### src/led_host_pkg.sv
package led_host_pkg;

    localparam int DIGITS = 8;
    localparam int ADDR_W = 3;
    localparam int DATA_W = 8;
    localparam int NIB_W = 4;
    localparam int DP_BIT = 7;
    localparam int SYNC_LEN = 3;
    localparam int RAM_IDX_LSB = 2;

    // APB map
    localparam int APB_AW = 8;
    localparam logic [7:0] OFF_CFG = 8'h00;
    localparam logic [7:0] OFF_CTRL = 8'h04;
    localparam logic [7:0] OFF_STATUS = 8'h08;
    localparam logic [7:0] OFF_RAM_A = 8'h20;
    localparam logic [7:0] OFF_RAM_B = 8'h40;
    localparam logic [7:0] RAM_WIN_MASK = 8'hE3;
    localparam logic [31:0] WORD_ZERO = 32'h0000_0000;

    // Control word, field order matches the data pins 7..0
    typedef struct packed {
        logic seq_update_flag;
        logic hex_scheme_sel;
        logic no_decode_sel;
        logic power_down_bit;
        logic bank_sel;
        logic [ADDR_W-1:0] addr;
    } ctrl_word_t;

    localparam ctrl_word_t CTRL_RESET = 8'h10;

    typedef struct packed {
        logic mode_sel;
        logic [DATA_W-1:0] data;
        logic [ADDR_W-1:0] addr;
    } pin_bus_t;

    typedef enum logic [1:0] {
        FUNC_LOW = 2'b00,
        FUNC_HIGH = 2'b01,
        FUNC_FLOAT = 2'b10
    } func_level_t;

    typedef enum logic [1:0] {
        ST_SINGLE = 2'b00,
        ST_FILL = 2'b01,
        ST_LOCKED = 2'b10
    } update_state_t;

    typedef struct packed {
        logic [1:0] state;
        logic [ADDR_W-1:0] fill_idx;
        logic display_on;
        logic power_on;
        logic hex_decode;
    } status_word_t;

endpackage

### src/led_host_port.sv
`timescale 1ns/1ps
// Contract
// - Control variant captures data on write strobe rising edge; host holds inputs.
// - Select high loads control register, select low loads display RAM.
// - Control bit 4 high runs normally, low stops scan and blanks display.
// - RAM write stores data inputs 0..6 as display bits 0..6; the direct variant stores only inputs 0..3 and clears bits 4..6.
// - Control write, sequential flag low: inputs 2..0 give digit address.
// - Control bit 3 selects bank A high, bank B low, decoded modes only.
// - Direct variant has no control register; each write stores to RAM.
// - Direct variant decodes three address inputs to one of eight words.
// - Direct variant decimal point input is active low; low lights it.
// - Direct function input: high hex, float Code B, low shuts down.
// - Control bit 5 high selects no-decode, low selects decoded display.
// - Control bit 6 high selects hexadecimal, low selects Code B.
// - Control bit 7 is sequential flag; on RAM writes it is decimal point.
module led_host_port
    import led_host_pkg::*;
(
    input wire logic clk,
    input wire logic rst,
    input wire logic psel,
    input wire logic penable,
    input wire logic pwrite,
    input wire logic [APB_AW-1:0] paddr,
    input wire logic [31:0] pwdata,
    output logic [31:0] prdata,
    output logic pready,
    output logic pslverr,
    input wire logic write_strobe,
    input wire logic mode_sel,
    input wire logic [DATA_W-1:0] data_in,
    input wire logic [ADDR_W-1:0] digit_addr,
    input wire logic [1:0] tri_level_function,
    input wire logic [ADDR_W-1:0] scan_addr,
    output logic [DATA_W-1:0] scan_data,
    output logic display_on,
    output logic power_on,
    output logic no_decode,
    output logic hex_decode
);

    ////////////////////////////////////////////////////////////////////////////////
    logic [SYNC_LEN-1:0] strobe_sync;
    logic strobe_level;
    logic write_pulse;
    pin_bus_t pins_s1, pins_s2, pins_s3;
    logic [1:0] func_s1, func_s2, func_s3;
    func_level_t func_level;
    logic direct;
    ctrl_word_t ctrl;
    update_state_t state;
    logic [ADDR_W-1:0] fill_idx;
    logic ctrl_write, ram_write, wr_bank_a;
    logic [ADDR_W-1:0] wr_addr;
    logic [DATA_W-1:0] wr_byte;
    logic [DATA_W-2:0] ram_a [DIGITS];
    logic [DATA_W-2:0] ram_b [DIGITS];
    logic dp_mem [DIGITS];
    logic [ADDR_W-1:0] last_addr;
    logic last_dp;
    logic show_bank_a;
    logic next_power_on;
    logic apb_setup, apb_write;
    logic [ADDR_W-1:0] ram_idx;
    status_word_t status;

    ////////////////////////////////////////////////////////////////////////////////
    // Pin synchronisers; data rides a pipe of equal length so it lines up with
    // the strobe sample. Hold of zero means data is taken as the edge is seen.
    always_ff @(posedge clk) begin
        if (rst) begin
            strobe_sync <= '0;
            strobe_level <= 1'b0;
        end else begin
            strobe_sync <= {strobe_sync[SYNC_LEN-2:0], write_strobe};
            if (strobe_sync[1] == strobe_sync[2]) begin
                strobe_level <= strobe_sync[2];
            end
        end
    end

    always_ff @(posedge clk) begin
        if (rst) begin
            pins_s1 <= '0;
            pins_s2 <= '0;
            pins_s3 <= '0;
        end else begin
            pins_s1 <= '{mode_sel: mode_sel, data: data_in, addr: digit_addr};
            pins_s2 <= pins_s1;
            pins_s3 <= pins_s2;
        end
    end

    assign write_pulse = strobe_sync[1] & strobe_sync[2] & ~strobe_level;

    // Float cannot be sensed, so the pad cell reports it as a code
    always_ff @(posedge clk) begin
        if (rst) begin
            // Pipe starts at the float code so no false shutdown follows reset
            func_s1 <= FUNC_FLOAT;
            func_s2 <= FUNC_FLOAT;
            func_s3 <= FUNC_FLOAT;
            func_level <= FUNC_FLOAT;
        end else begin
            func_s1 <= tri_level_function;
            func_s2 <= func_s1;
            func_s3 <= func_s2;
            if (func_s2 == func_s3) begin
                func_level <= func_level_t'(func_s3);
            end
        end
    end

    ////////////////////////////////////////////////////////////////////////////////
    // Write steering
    assign ctrl_write = write_pulse & ~direct & pins_s3.mode_sel;
    assign ram_write = write_pulse & (direct | (~pins_s3.mode_sel & (state != ST_LOCKED)));
    assign wr_bank_a = direct | ctrl.no_decode_sel | ctrl.bank_sel;

    always_comb begin
        wr_addr = ctrl.addr;
        if (direct) begin
            wr_addr = pins_s3.addr;
        end else if (state == ST_FILL) begin
            wr_addr = fill_idx;
        end
        wr_byte = pins_s3.data;
        if (direct) begin
            wr_byte = '0;
            wr_byte[NIB_W-1:0] = pins_s3.data[NIB_W-1:0];
            wr_byte[DP_BIT] = ~pins_s3.data[DP_BIT];
        end
    end

    always_ff @(posedge clk) begin
        if (rst) begin
            ctrl <= CTRL_RESET;
        end else if (ctrl_write) begin
            ctrl <= ctrl_word_t'(pins_s3.data);
        end
    end

    // Sequential fill of all eight digits, then further RAM writes are dropped
    always_ff @(posedge clk) begin
        if (rst) begin
            state <= ST_SINGLE;
            fill_idx <= '0;
        end else if (ctrl_write) begin
            fill_idx <= '0;
            state <= pins_s3.data[DP_BIT] ? ST_FILL : ST_SINGLE;
        end else if (ram_write && !direct && state == ST_FILL) begin
            fill_idx <= fill_idx + 1'b1;
            if (fill_idx == ADDR_W'(DIGITS - 1)) begin
                state <= ST_LOCKED;
            end
        end
    end

    // Decimal point kept apart so it shows on either bank
    always_ff @(posedge clk) begin
        if (ram_write) begin
            dp_mem[wr_addr] <= wr_byte[DP_BIT];
            if (wr_bank_a) begin
                ram_a[wr_addr] <= wr_byte[DATA_W-2:0];
            end else begin
                ram_b[wr_addr] <= wr_byte[DATA_W-2:0];
            end
        end
    end

    always_ff @(posedge clk) begin
        if (rst) begin
            last_addr <= '0;
            last_dp <= 1'b0;
        end else if (ram_write) begin
            last_addr <= wr_addr;
            last_dp <= wr_byte[DP_BIT];
        end
    end

    ////////////////////////////////////////////////////////////////////////////////
    // Outputs toward scan and decode logic
    assign show_bank_a = direct | ctrl.no_decode_sel | ctrl.bank_sel;
    assign next_power_on = direct ? (func_level != FUNC_LOW) : ctrl.power_down_bit;

    always_ff @(posedge clk) begin
        if (rst) begin
            scan_data <= '0;
            display_on <= 1'b0;
            power_on <= 1'b0;
            no_decode <= 1'b0;
            hex_decode <= 1'b0;
        end else begin
            scan_data <= {dp_mem[scan_addr],
                          show_bank_a ? ram_a[scan_addr] : ram_b[scan_addr]};
            power_on <= next_power_on;
            display_on <= next_power_on & (direct | (state != ST_FILL));
            no_decode <= ~direct & ctrl.no_decode_sel;
            hex_decode <= direct ? (func_level == FUNC_HIGH) : ctrl.hex_scheme_sel;
        end
    end

    ////////////////////////////////////////////////////////////////////////////////
    // APB slave, no wait states; read data staged during setup
    assign pready = 1'b1;
    assign apb_setup = psel & ~penable;
    assign apb_write = psel & penable & pwrite;
    assign ram_idx = paddr[RAM_IDX_LSB +: ADDR_W];
    assign status = '{state: state, fill_idx: fill_idx, display_on: display_on,
                      power_on: power_on, hex_decode: hex_decode};

    always_ff @(posedge clk) begin
        if (rst) begin
            direct <= 1'b0;
        end else if (apb_write && paddr == OFF_CFG) begin
            direct <= pwdata[0];
        end
    end

    always_ff @(posedge clk) begin
        if (rst) begin
            prdata <= WORD_ZERO;
            pslverr <= 1'b0;
        end else if (apb_setup) begin
            prdata <= WORD_ZERO;
            pslverr <= 1'b0;
            if (paddr == OFF_CFG) begin
                prdata[0] <= direct;
            end else if (paddr == OFF_CTRL) begin
                prdata[DATA_W-1:0] <= ctrl;
            end else if (paddr == OFF_STATUS) begin
                prdata[$bits(status_word_t)-1:0] <= status;
            end else if ((paddr & RAM_WIN_MASK) == OFF_RAM_A) begin
                prdata[DATA_W-1:0] <= {dp_mem[ram_idx], ram_a[ram_idx]};
            end else if ((paddr & RAM_WIN_MASK) == OFF_RAM_B) begin
                prdata[DATA_W-1:0] <= {dp_mem[ram_idx], ram_b[ram_idx]};
            end else begin
                pslverr <= 1'b1;
            end
        end
    end
endmodule // led_host_port

### config.mk
export PLATFORM = sky130hd
export DESIGN_NAME = led_host_port
export DESIGN_NICKNAME = d
export VERILOG_FILES = /design/src/led_host_pkg.sv /design/src/led_host_port.sv
export SDC_FILE = /design/constraint.sdc
export NUM_CORES = 1
export LEC_CHECK = 0
export BUFFER_PORTS_ARGS = -buffer_cell sky130_fd_sc_hd__clkbuf_2
export CORE_MARGIN = 3
export CORE_UTILIZATION = 55
export CTS_CLUSTER_SIZE = 14
export DETAILED_ROUTE_END_ITERATION = 10
export GPL_TIMING_DRIVEN = 0
export PLACE_DENSITY = 0.76
export REMOVE_ABC_BUFFERS = 1
export SLEW_MARGIN = 30
export SYNTH_ARGS = -nofsm -noshare
export SYNTH_HDL_FRONTEND = slang
export SYNTH_SLANG_ARGS = --single-unit
export TNS_END_PERCENT = 10
### constraint.sdc
create_clock -name clk -period 3.4 [get_ports clk]
set_input_delay 0.68 -clock clk [delete_from_list [all_inputs] [get_ports clk]]
set_output_delay 0.68 -clock clk [all_outputs]
set_load 0.005 [all_outputs]
# Yosys cells after proc, flatten, opt, wreduce, memory -nomap -nowiden
# Memory sizes are Yosys's and may differ from the RTL's. A register that Yosys moved wholly into a read port is not among the register bits.
# Index checks and enable logic that the tools add are counted.
# word_totals
elab_cells,105
register_bits,83
mem_count,3
out_inout_bits,46
latch_bits,0
inputBits,63
rom_bits,0
mem_bits_rw,120
# memory_table
memory,depth,width,rd,rd_clocked_by_memory_dff,write_ports,line,rtl
ram_a,8,7,2,0,1,led_host_port.sv:56,logic [DATA_W-2:0] ram_a [DIGITS];
ram_b,8,7,2,0,1,led_host_port.sv:57,logic [DATA_W-2:0] ram_b [DIGITS];
dp_mem,8,1,2,1,1,led_host_port.sv:58,logic dp_mem [DIGITS];
# op_classes
n_mul,0
bitwise,20
magnitude_cmp,0
addsub,1
mux,29
eq_ne,11
shift,0
reduce_logical,10
n_div,0
# op_table
operator,n
$mux 8,5
$mux 1,17
$mux 7,2
$and 1x1->1,11
$eq 8x3->1 const B,1
$eq 8x4->1 const B,1
$logic_not 8->1,1
$mux 2,3
$mux 3,2
$reduce_bool 2->1,3
$eq 5x3->1 const B,1
$eq 5x4->1 const B,1
$not 1->1,5
$eq 2x1->1 const B,2
$or 1x1->1,4
$add 3x1->3 const B,1
$eq 3x3->1 const B,1
$logic_and 1x1->1,3
$eq 2x2->1,1
$ne 2x1->1 const B,1
$ne 2x2->1 const B,1
$reduce_and 2->1,1
$reduce_or 2->1,1
$eq 1x1->1,1
$logic_not 1->1,1

# Logic depth before layout (Yosys ltp)
# Gate-level depths: netlist of run 1.
# depth
ltp_word,8
depth_mapped,8

# Worst setup path after synthesis of run 1
# Ideal clock, no wire load.
# synth_timing
path_type,register -> register
startpoint,register state[1]
endpoint,memory ram_b[0][0] in the netlist's numbering (enable)
setup_slack_ns,1.161
required_time_ns,3.010
arrival_ns,1.849
path_stages_with_launch,5
path_buffers,0
setup_ns,0.390
path_cell_list,dfxtp_1 -> nand2b_1 -> mux2i_1 -> o21ai_0 -> nor4_1
# synth_via
elab_chain_len,6
# synth_lines
element,line,rtl
"start, declared",led_host_port.sv:51,update_state_t state;
"start signal, assigned",led_host_port.sv:150,state <= pins_s3.data[DP_BIT] ? ST_FILL : ST_SINGLE;
$ne 2x2->1,led_host_port.sv:117,assign ram_write = write_pulse & (direct | (~pins_s3.mode_sel & (state != ST_LOCKED)));
$and 1x1->1,led_host_port.sv:117,
$or 1x1->1,led_host_port.sv:117,
$and 1x1->1,led_host_port.sv:117,
$mux 1,led_host_port.sv:161,if (ram_write) begin
$mux 1 (implied by the code),led_host_port.sv:166,ram_b[wr_addr] <= wr_byte[DATA_W-2:0];
"end, declared",led_host_port.sv:57,
# Several ways; a longest one is shown, not always the timed one.

# Worst setup path after layout of run 1
# layout_timing
startpoint,register state[1]
endpoint,memory ram_a[4][5] in the netlist's numbering (enable)
# layout_via
elab_chain_len,6
# layout_lines
element,line,rtl
$ne 2x2->1,led_host_port.sv:117,
$and 1x1->1,led_host_port.sv:117,
$or 1x1->1,led_host_port.sv:117,
$and 1x1->1,led_host_port.sv:117,
$mux 1,led_host_port.sv:161,
$mux 1 (implied by the code),led_host_port.sv:164,ram_a[wr_addr] <= wr_byte[DATA_W-2:0];
"end, declared",led_host_port.sv:56,
# Several ways; a longest one is shown, not always the timed one.

==> impl_metrics.toml, run 1 <==
[synth]
synth_area_per_cell_um2 = 14.2
synth-edff-count = 120
ys_seq_elements = 203
yosys.area.top_type = "edfxtp_1"
synth_area_leaders = "edfxtp_1 41%, dfxtp_1 19%, mux4_2 10%"
ys_types = 52
netlist_area_um2 = 8890
ys_seq_area_frac = 0.592
yosysTopAreaCellShare = 0.405
yosys_warnings = 0
synthFlopType = "edfxtp_1"
async_flop_share = 0
syn_inst = 626

[run]
cap_violations = 0

[clock_tree]
cts_max_level = 1
cts-root-buf = "clkbuf_16"
clk-insertion-delay-late_ps = 480
numCtsBuffers = 21
cts_setup_buffers = 0
clock-sinks = 203
clk_path_buf_depth = 3
post_cts_resized = 5
clkTransAtPathRegs_ps = 60
cts_hold_buf = 0
cts_tree = "done"

[global_routing]
grt.total_usage = 0.230
grt_first_pass_wirelength_um = 31100
grt_pass1_vias = 5307
antenna_found_initial = 0
grt_max_degree = 74
overflow = 0

[setup_path]
r2r_start = "state[1]"
endpoint_kind = "flop"
cp_data_arrival_time_ps = 3140
path_max_fanout = 7
r2r_slack_ps = 370
reg2reg_depth = 5
critPathKind = "flop to flop"
start_kind = "flop"
r2r-end = "ram_a[4][5]"
cp.required_ps = 3510

[placement]
gp_congestion = 0.914
io_buffers = 52
dp_hpwl_um = 13400
placed_area_um2 = 9180
dp_cells = 857

[floorplanning]
ioPinCount = 109
die_y_um = 133
start_util = 0.574
dieWidth_um = 133
rows = 45
dieArea_um2 = 17700
core_um2 = 15500

[sta]
slew_headroom = 0.357
tightest_slew_ps = 963
fin_skew_ps = 7.39
post-route-min-period_ps = 3030
min_period_over_period = 0.891
fmax_mhz = 330
slew_viol_final = 0
finalSetupViolCount = 0
grt_setup_unrepaired = "no"
hold_viol_final = 0

[drt]
met2WireLength_um = 9970
post-route-drc-count = 0
drt-vias-per-instance = 6.15
ant_nets = 0
wl_met3_um = 2020
firstDrtPassIters = 5
vias = 5494
routed_wl_um = 20600
top_layer = "met4"
wl_met1_um = 8110
wl_per_cell_um = 23.1
drt_iter0_markers = 597

[finish]
final_net_count = 735
drive_gt1_frac = 0.230
fin_cells = 894
fillerInstances = 1077
diodes = 0
final_area_um2 = 9860
syn2layout_area_growth_pct = 10.8

[hold_path]
hold_class = "input pin to flop"
holdPathEnd = "func_s1[1]"
hold_depth = 2
hp-start = "tri_level_function[1]"

[pwr]
ir_worst_vdd_uv = 353
leakage_nw = 3.68
p_per_area_nw_per_um2 = 511

[run_status]
outcome = "finished clean"
-- worst max-delay path by stage --
stage / from / slack, ps / end / cells past startpoint
4_1_cts: direct / 100 / ram_a[4][5] / 5
2_1_floorplan: direct / 950 / ram_b[0][0] / 2
3_5_place_dp: direct / -90 / ram_b[4][5] / 5
5_1_grt: state[1] / 190 / ram_a[4][6] / 5
6_report: state[1] / 370 / ram_a[4][5] / 5
3_3_place_gp: direct / -660 / ram_b[0][5] / 4
-- power breakdown --
| part | internal (mW) | switching, mW | leakage, nW |
|---|---|---|---|
| clock network | 1.25 | 0.897 | 0.325 |
| registers | 2.62 | 0.0152 | 1.80 |
| logic | 0.118 | 0.139 | 1.55 |
-- flip-flops by register name (all words and copies together), names as in the netlist --
name / count
pins_s1: 12
prdata: 8
strobe_sync: 3
pins_s2: 12
fill_idx: 3
func_s2: 2
hex_decode: 1
power_on: 1
func_s3: 2
ctrl: 8
state: 2
display_on: 1
direct: 1
dp_mem: 8
no_decode: 1
pslverr: 1
strobe_level: 1
ram_b: 56
pins_s3: 12
ram_a: 56
func_s1: 2
scan_data: 8
func_level: 2
-- final cells by class --
type                       count  area [um2]  area share
multi-input combinational    367        3300       0.335
sequential                   203        5270       0.534
inverter                      19        71.3     0.00724
tap                          211         264      0.0268
clock buffer                  29         607      0.0616
clock inverter                 8        40.0     0.00406
timing repair buffer          57         308      0.0312
-- stage by stage --
step	TNS (ps)	hold WS, ps	setup WS (ps)	util	power, mW
6_report	0	386	371	0.637	5.03
4_1_cts	0	373	95.0	0.635	5.07
5_1_grt	0	386	185	0.637	5.18
2_1_floorplan	0	389	951	-	2.82
3_5_place_dp	-2390	392	-92.8	0.593	2.94
3_3_place_gp	-8060	395	-660	0.588	2.93
-- cells in the mapped netlist (11+ instances only) --
master    count
mux2i_1      36
a22oi_1      20
nor2_1       27
clkbuf_1     13
o21ai_0      11
mux4_2       41
edfxtp_1    120
nor2b_1      58
dfxtp_1      83
inv_1        19
mux4_1       12
a21oi_1      14
buf_4        26
nand2_1      30
-- cell families after synthesis --
family | count (synthesis) | share of synthesized area
other cells | 2 | 0.000844
compound gates | 80 | 0.0634
buf+inv | 79 | 0.0526
xor+xnor | 4 | 0.00394
simple gates | 165 | 0.102
mux | 90 | 0.181
fa+ha+maj | 3 | 0.00422
flops | 203 | 0.592
-- worst max-delay path: stages (launching register included) --
cell	delay (ps)
dfxtp_1	360
nand2b_1	310
mux2i_1	430
o21ai_0	360
or3_1	520
nor2_1	660
-- layout by cell type (no fill, tap or decap), drive strengths merged, types with 10 or more instances in the layout --
cell type and n:
edfxtp 120, dfxtp 83, clkbuf 81, nor2b 58
mux4 53, mux2i 36, nand2 30, nor2 28
conb 25, inv 21, a22oi 20, a21oi 14
o21ai 11, nand2b 10
-- metal layers --
| layer | GRT usage | up-vias |
|---|---|---|
| met3 | 0.0502 | 37 |
| met2 | 0.365 | 315 |
| met1 | 0.323 | 2740 |
| met5 | 0 | - |
| met4 | 0.0674 | 0 |
| li1 | - | 2402 |
(Power assumes the default switching activity.)
==> inputs of run 2 (changes only) <==
GPL_TIMING_DRIVEN = not set   (was 0)
==> impl_metrics.toml, run 2 (synthesis results as in run 1) <==
[global_routing]
antenna_found_initial = 1
grt.total_usage = 0.232
overflow = 0
grt_max_degree = 71
gr-usage-met3 = 0.0415
top_usage_layer = "met2"
grt_pass1_vias = 5430
grt_first_pass_wirelength_um = 31300
gr-usage-met2 = 0.372
grt_use_met1 = 0.324

[drt]
firstDrtPassIters = 5
wl_per_cell_um = 22.7
post-route-drc-count = 0
drt-vias-per-instance = 6.11
routed_wl_um = 20700
drt_iter0_markers = 721
ant_nets = 0
vias = 5572

[finish]
syn2layout_area_growth_pct = 12.0
final_core_util = 0.643
multi_input_area_um2 = 3260
drive_gt1_frac = 0.231
seq_area_um2 = 5270
final_net_count = 753
fillerInstances = 1111
reg_top3 = "ram_a x56, ram_b x56"
fin_cells = 912
final_common_cell = "edfxtp_1"
layout_common_cells = "120 x edfxtp_1, 83 x dfxtp_1, 55 x nor2b_1, 52 x clkbuf_2, 41 x mux4_2"
diodes = 0

[setup_path]
endpoint_kind = "flop"
critical_path.startpoint = "state[1]"
path_max_fanout = 6
r2r-end = "ram_a[2][2]"
path_cells = "nand2b_1 > mux2i_1 > o21ai_0 > or3_1 > nor2_1 > buf_4"
critPathKind = "flop to flop"
crit_slowest_cell = "or3_1"
cp_data_arrival_time_ps = 2880
reg2reg_depth = 6
r2r_slack_ps = 710
r2r_start = "state[1]"
cp.required_ps = 3580
start_kind = "flop"
critPathMaxStageDelay_ps = 500

[clock_tree]
cts_setup_buffers = 0
cts_tree = "done"
numCtsBuffers = 21
clk_path_buf_depth = 3
clk-insertion-delay-late_ps = 480
cts_max_level = 1
post_cts_resized = 0
clock-sinks = 203
cts_hold_buf = 0
clkTransAtPathRegs_ps = 60
cts-root-buf = "clkbuf_16"

[floorplanning]
ioPinCount = 109
start_util = 0.574
core_um2 = 15500
dieWidth_um = 133
die_y_um = 133
dieArea_um2 = 17700
rows = 45

[sta]
hold_viol_final = 0
tightest_slew_ps = 948
slew_headroom = 0.368
post-route-min-period_ps = 2690
fmax_mhz = 371
finalSetupViolCount = 0
grt_setup_unrepaired = "no"
tns_ps = 0
fin_ws_ps = 706
min_period_over_period = 0.792
slew_viol_final = 0
fin_skew_ps = 8.66

[pwr]
ir_worst_vdd_uv = 292
p_per_area_nw_per_um2 = 506
leakage_nw = 3.77

[placement]
dp_hpwl_um = 14000
io_buffers = 52
dp_cells = 875
place_ws_ps = 573
gp_congestion = 0.995

[hold_path]
holdPathEnd = "func_s1[1]"
hold_class = "input pin to flop"
hp-start = "tri_level_function[1]"
hold_depth = 2

[run_status]
outcome = "finished clean"

[run]
cap_violations = 0
run 2: cell count changes in the layout (fill, tap and decap cells not counted), sizes merged:
cell    previous run  this run
buf                5        23
clkbuf            81        85
clkinv             6         2
run 2: worst max-delay path by stage:
stage                  end  slack (ps)
2_1_floorplan  ram_b[0][0]         950
3_3_place_gp     prdata[7]         670
3_5_place_dp     prdata[7]         570
4_1_cts        ram_a[2][6]         770
5_1_grt        ram_a[2][6]         600
6_report       ram_a[2][2]         710
run 2: worst max-delay path, delay by kind of cell (launching register included):
kind,cells,cell delay [ps]
buf+inv,1,260
mux,1,380
simple gates,3,1080
flops,1,370
compound gates,1,300
run 2: final cells by class:
class	instances	share of cell area
clock buffer	33	0.0632
clock inverter	4	0.00226
inverter	19	0.00716
multi-input combinational	367	0.327
sequential	203	0.529
tap	211	0.0265
timing repair buffer	75	0.0447
run 2: power breakdown:
group	switching [mW]	internal, mW
Combinational	0.140	0.121
Clock	0.873	1.27
Sequential	0.0154	2.62
run 2: stage by stage:
step	total power, mW	hold slack (ps)	area (um2)
floorplan	2.82	389	8580
global placement	2.94	395	9290
detailed placement	2.95	398	9300
CTS	5.07	374	9950
global route	5.20	383	9960
finish	5.04	390	9960
run 2: routing by layer:
layer / vias up / wire [um]
met3: 62 / 2050
met4: 2 / 776
met2: 350 / 9820
met5: - / 18
li1: 2435 / -
met1: 2723 / 8050
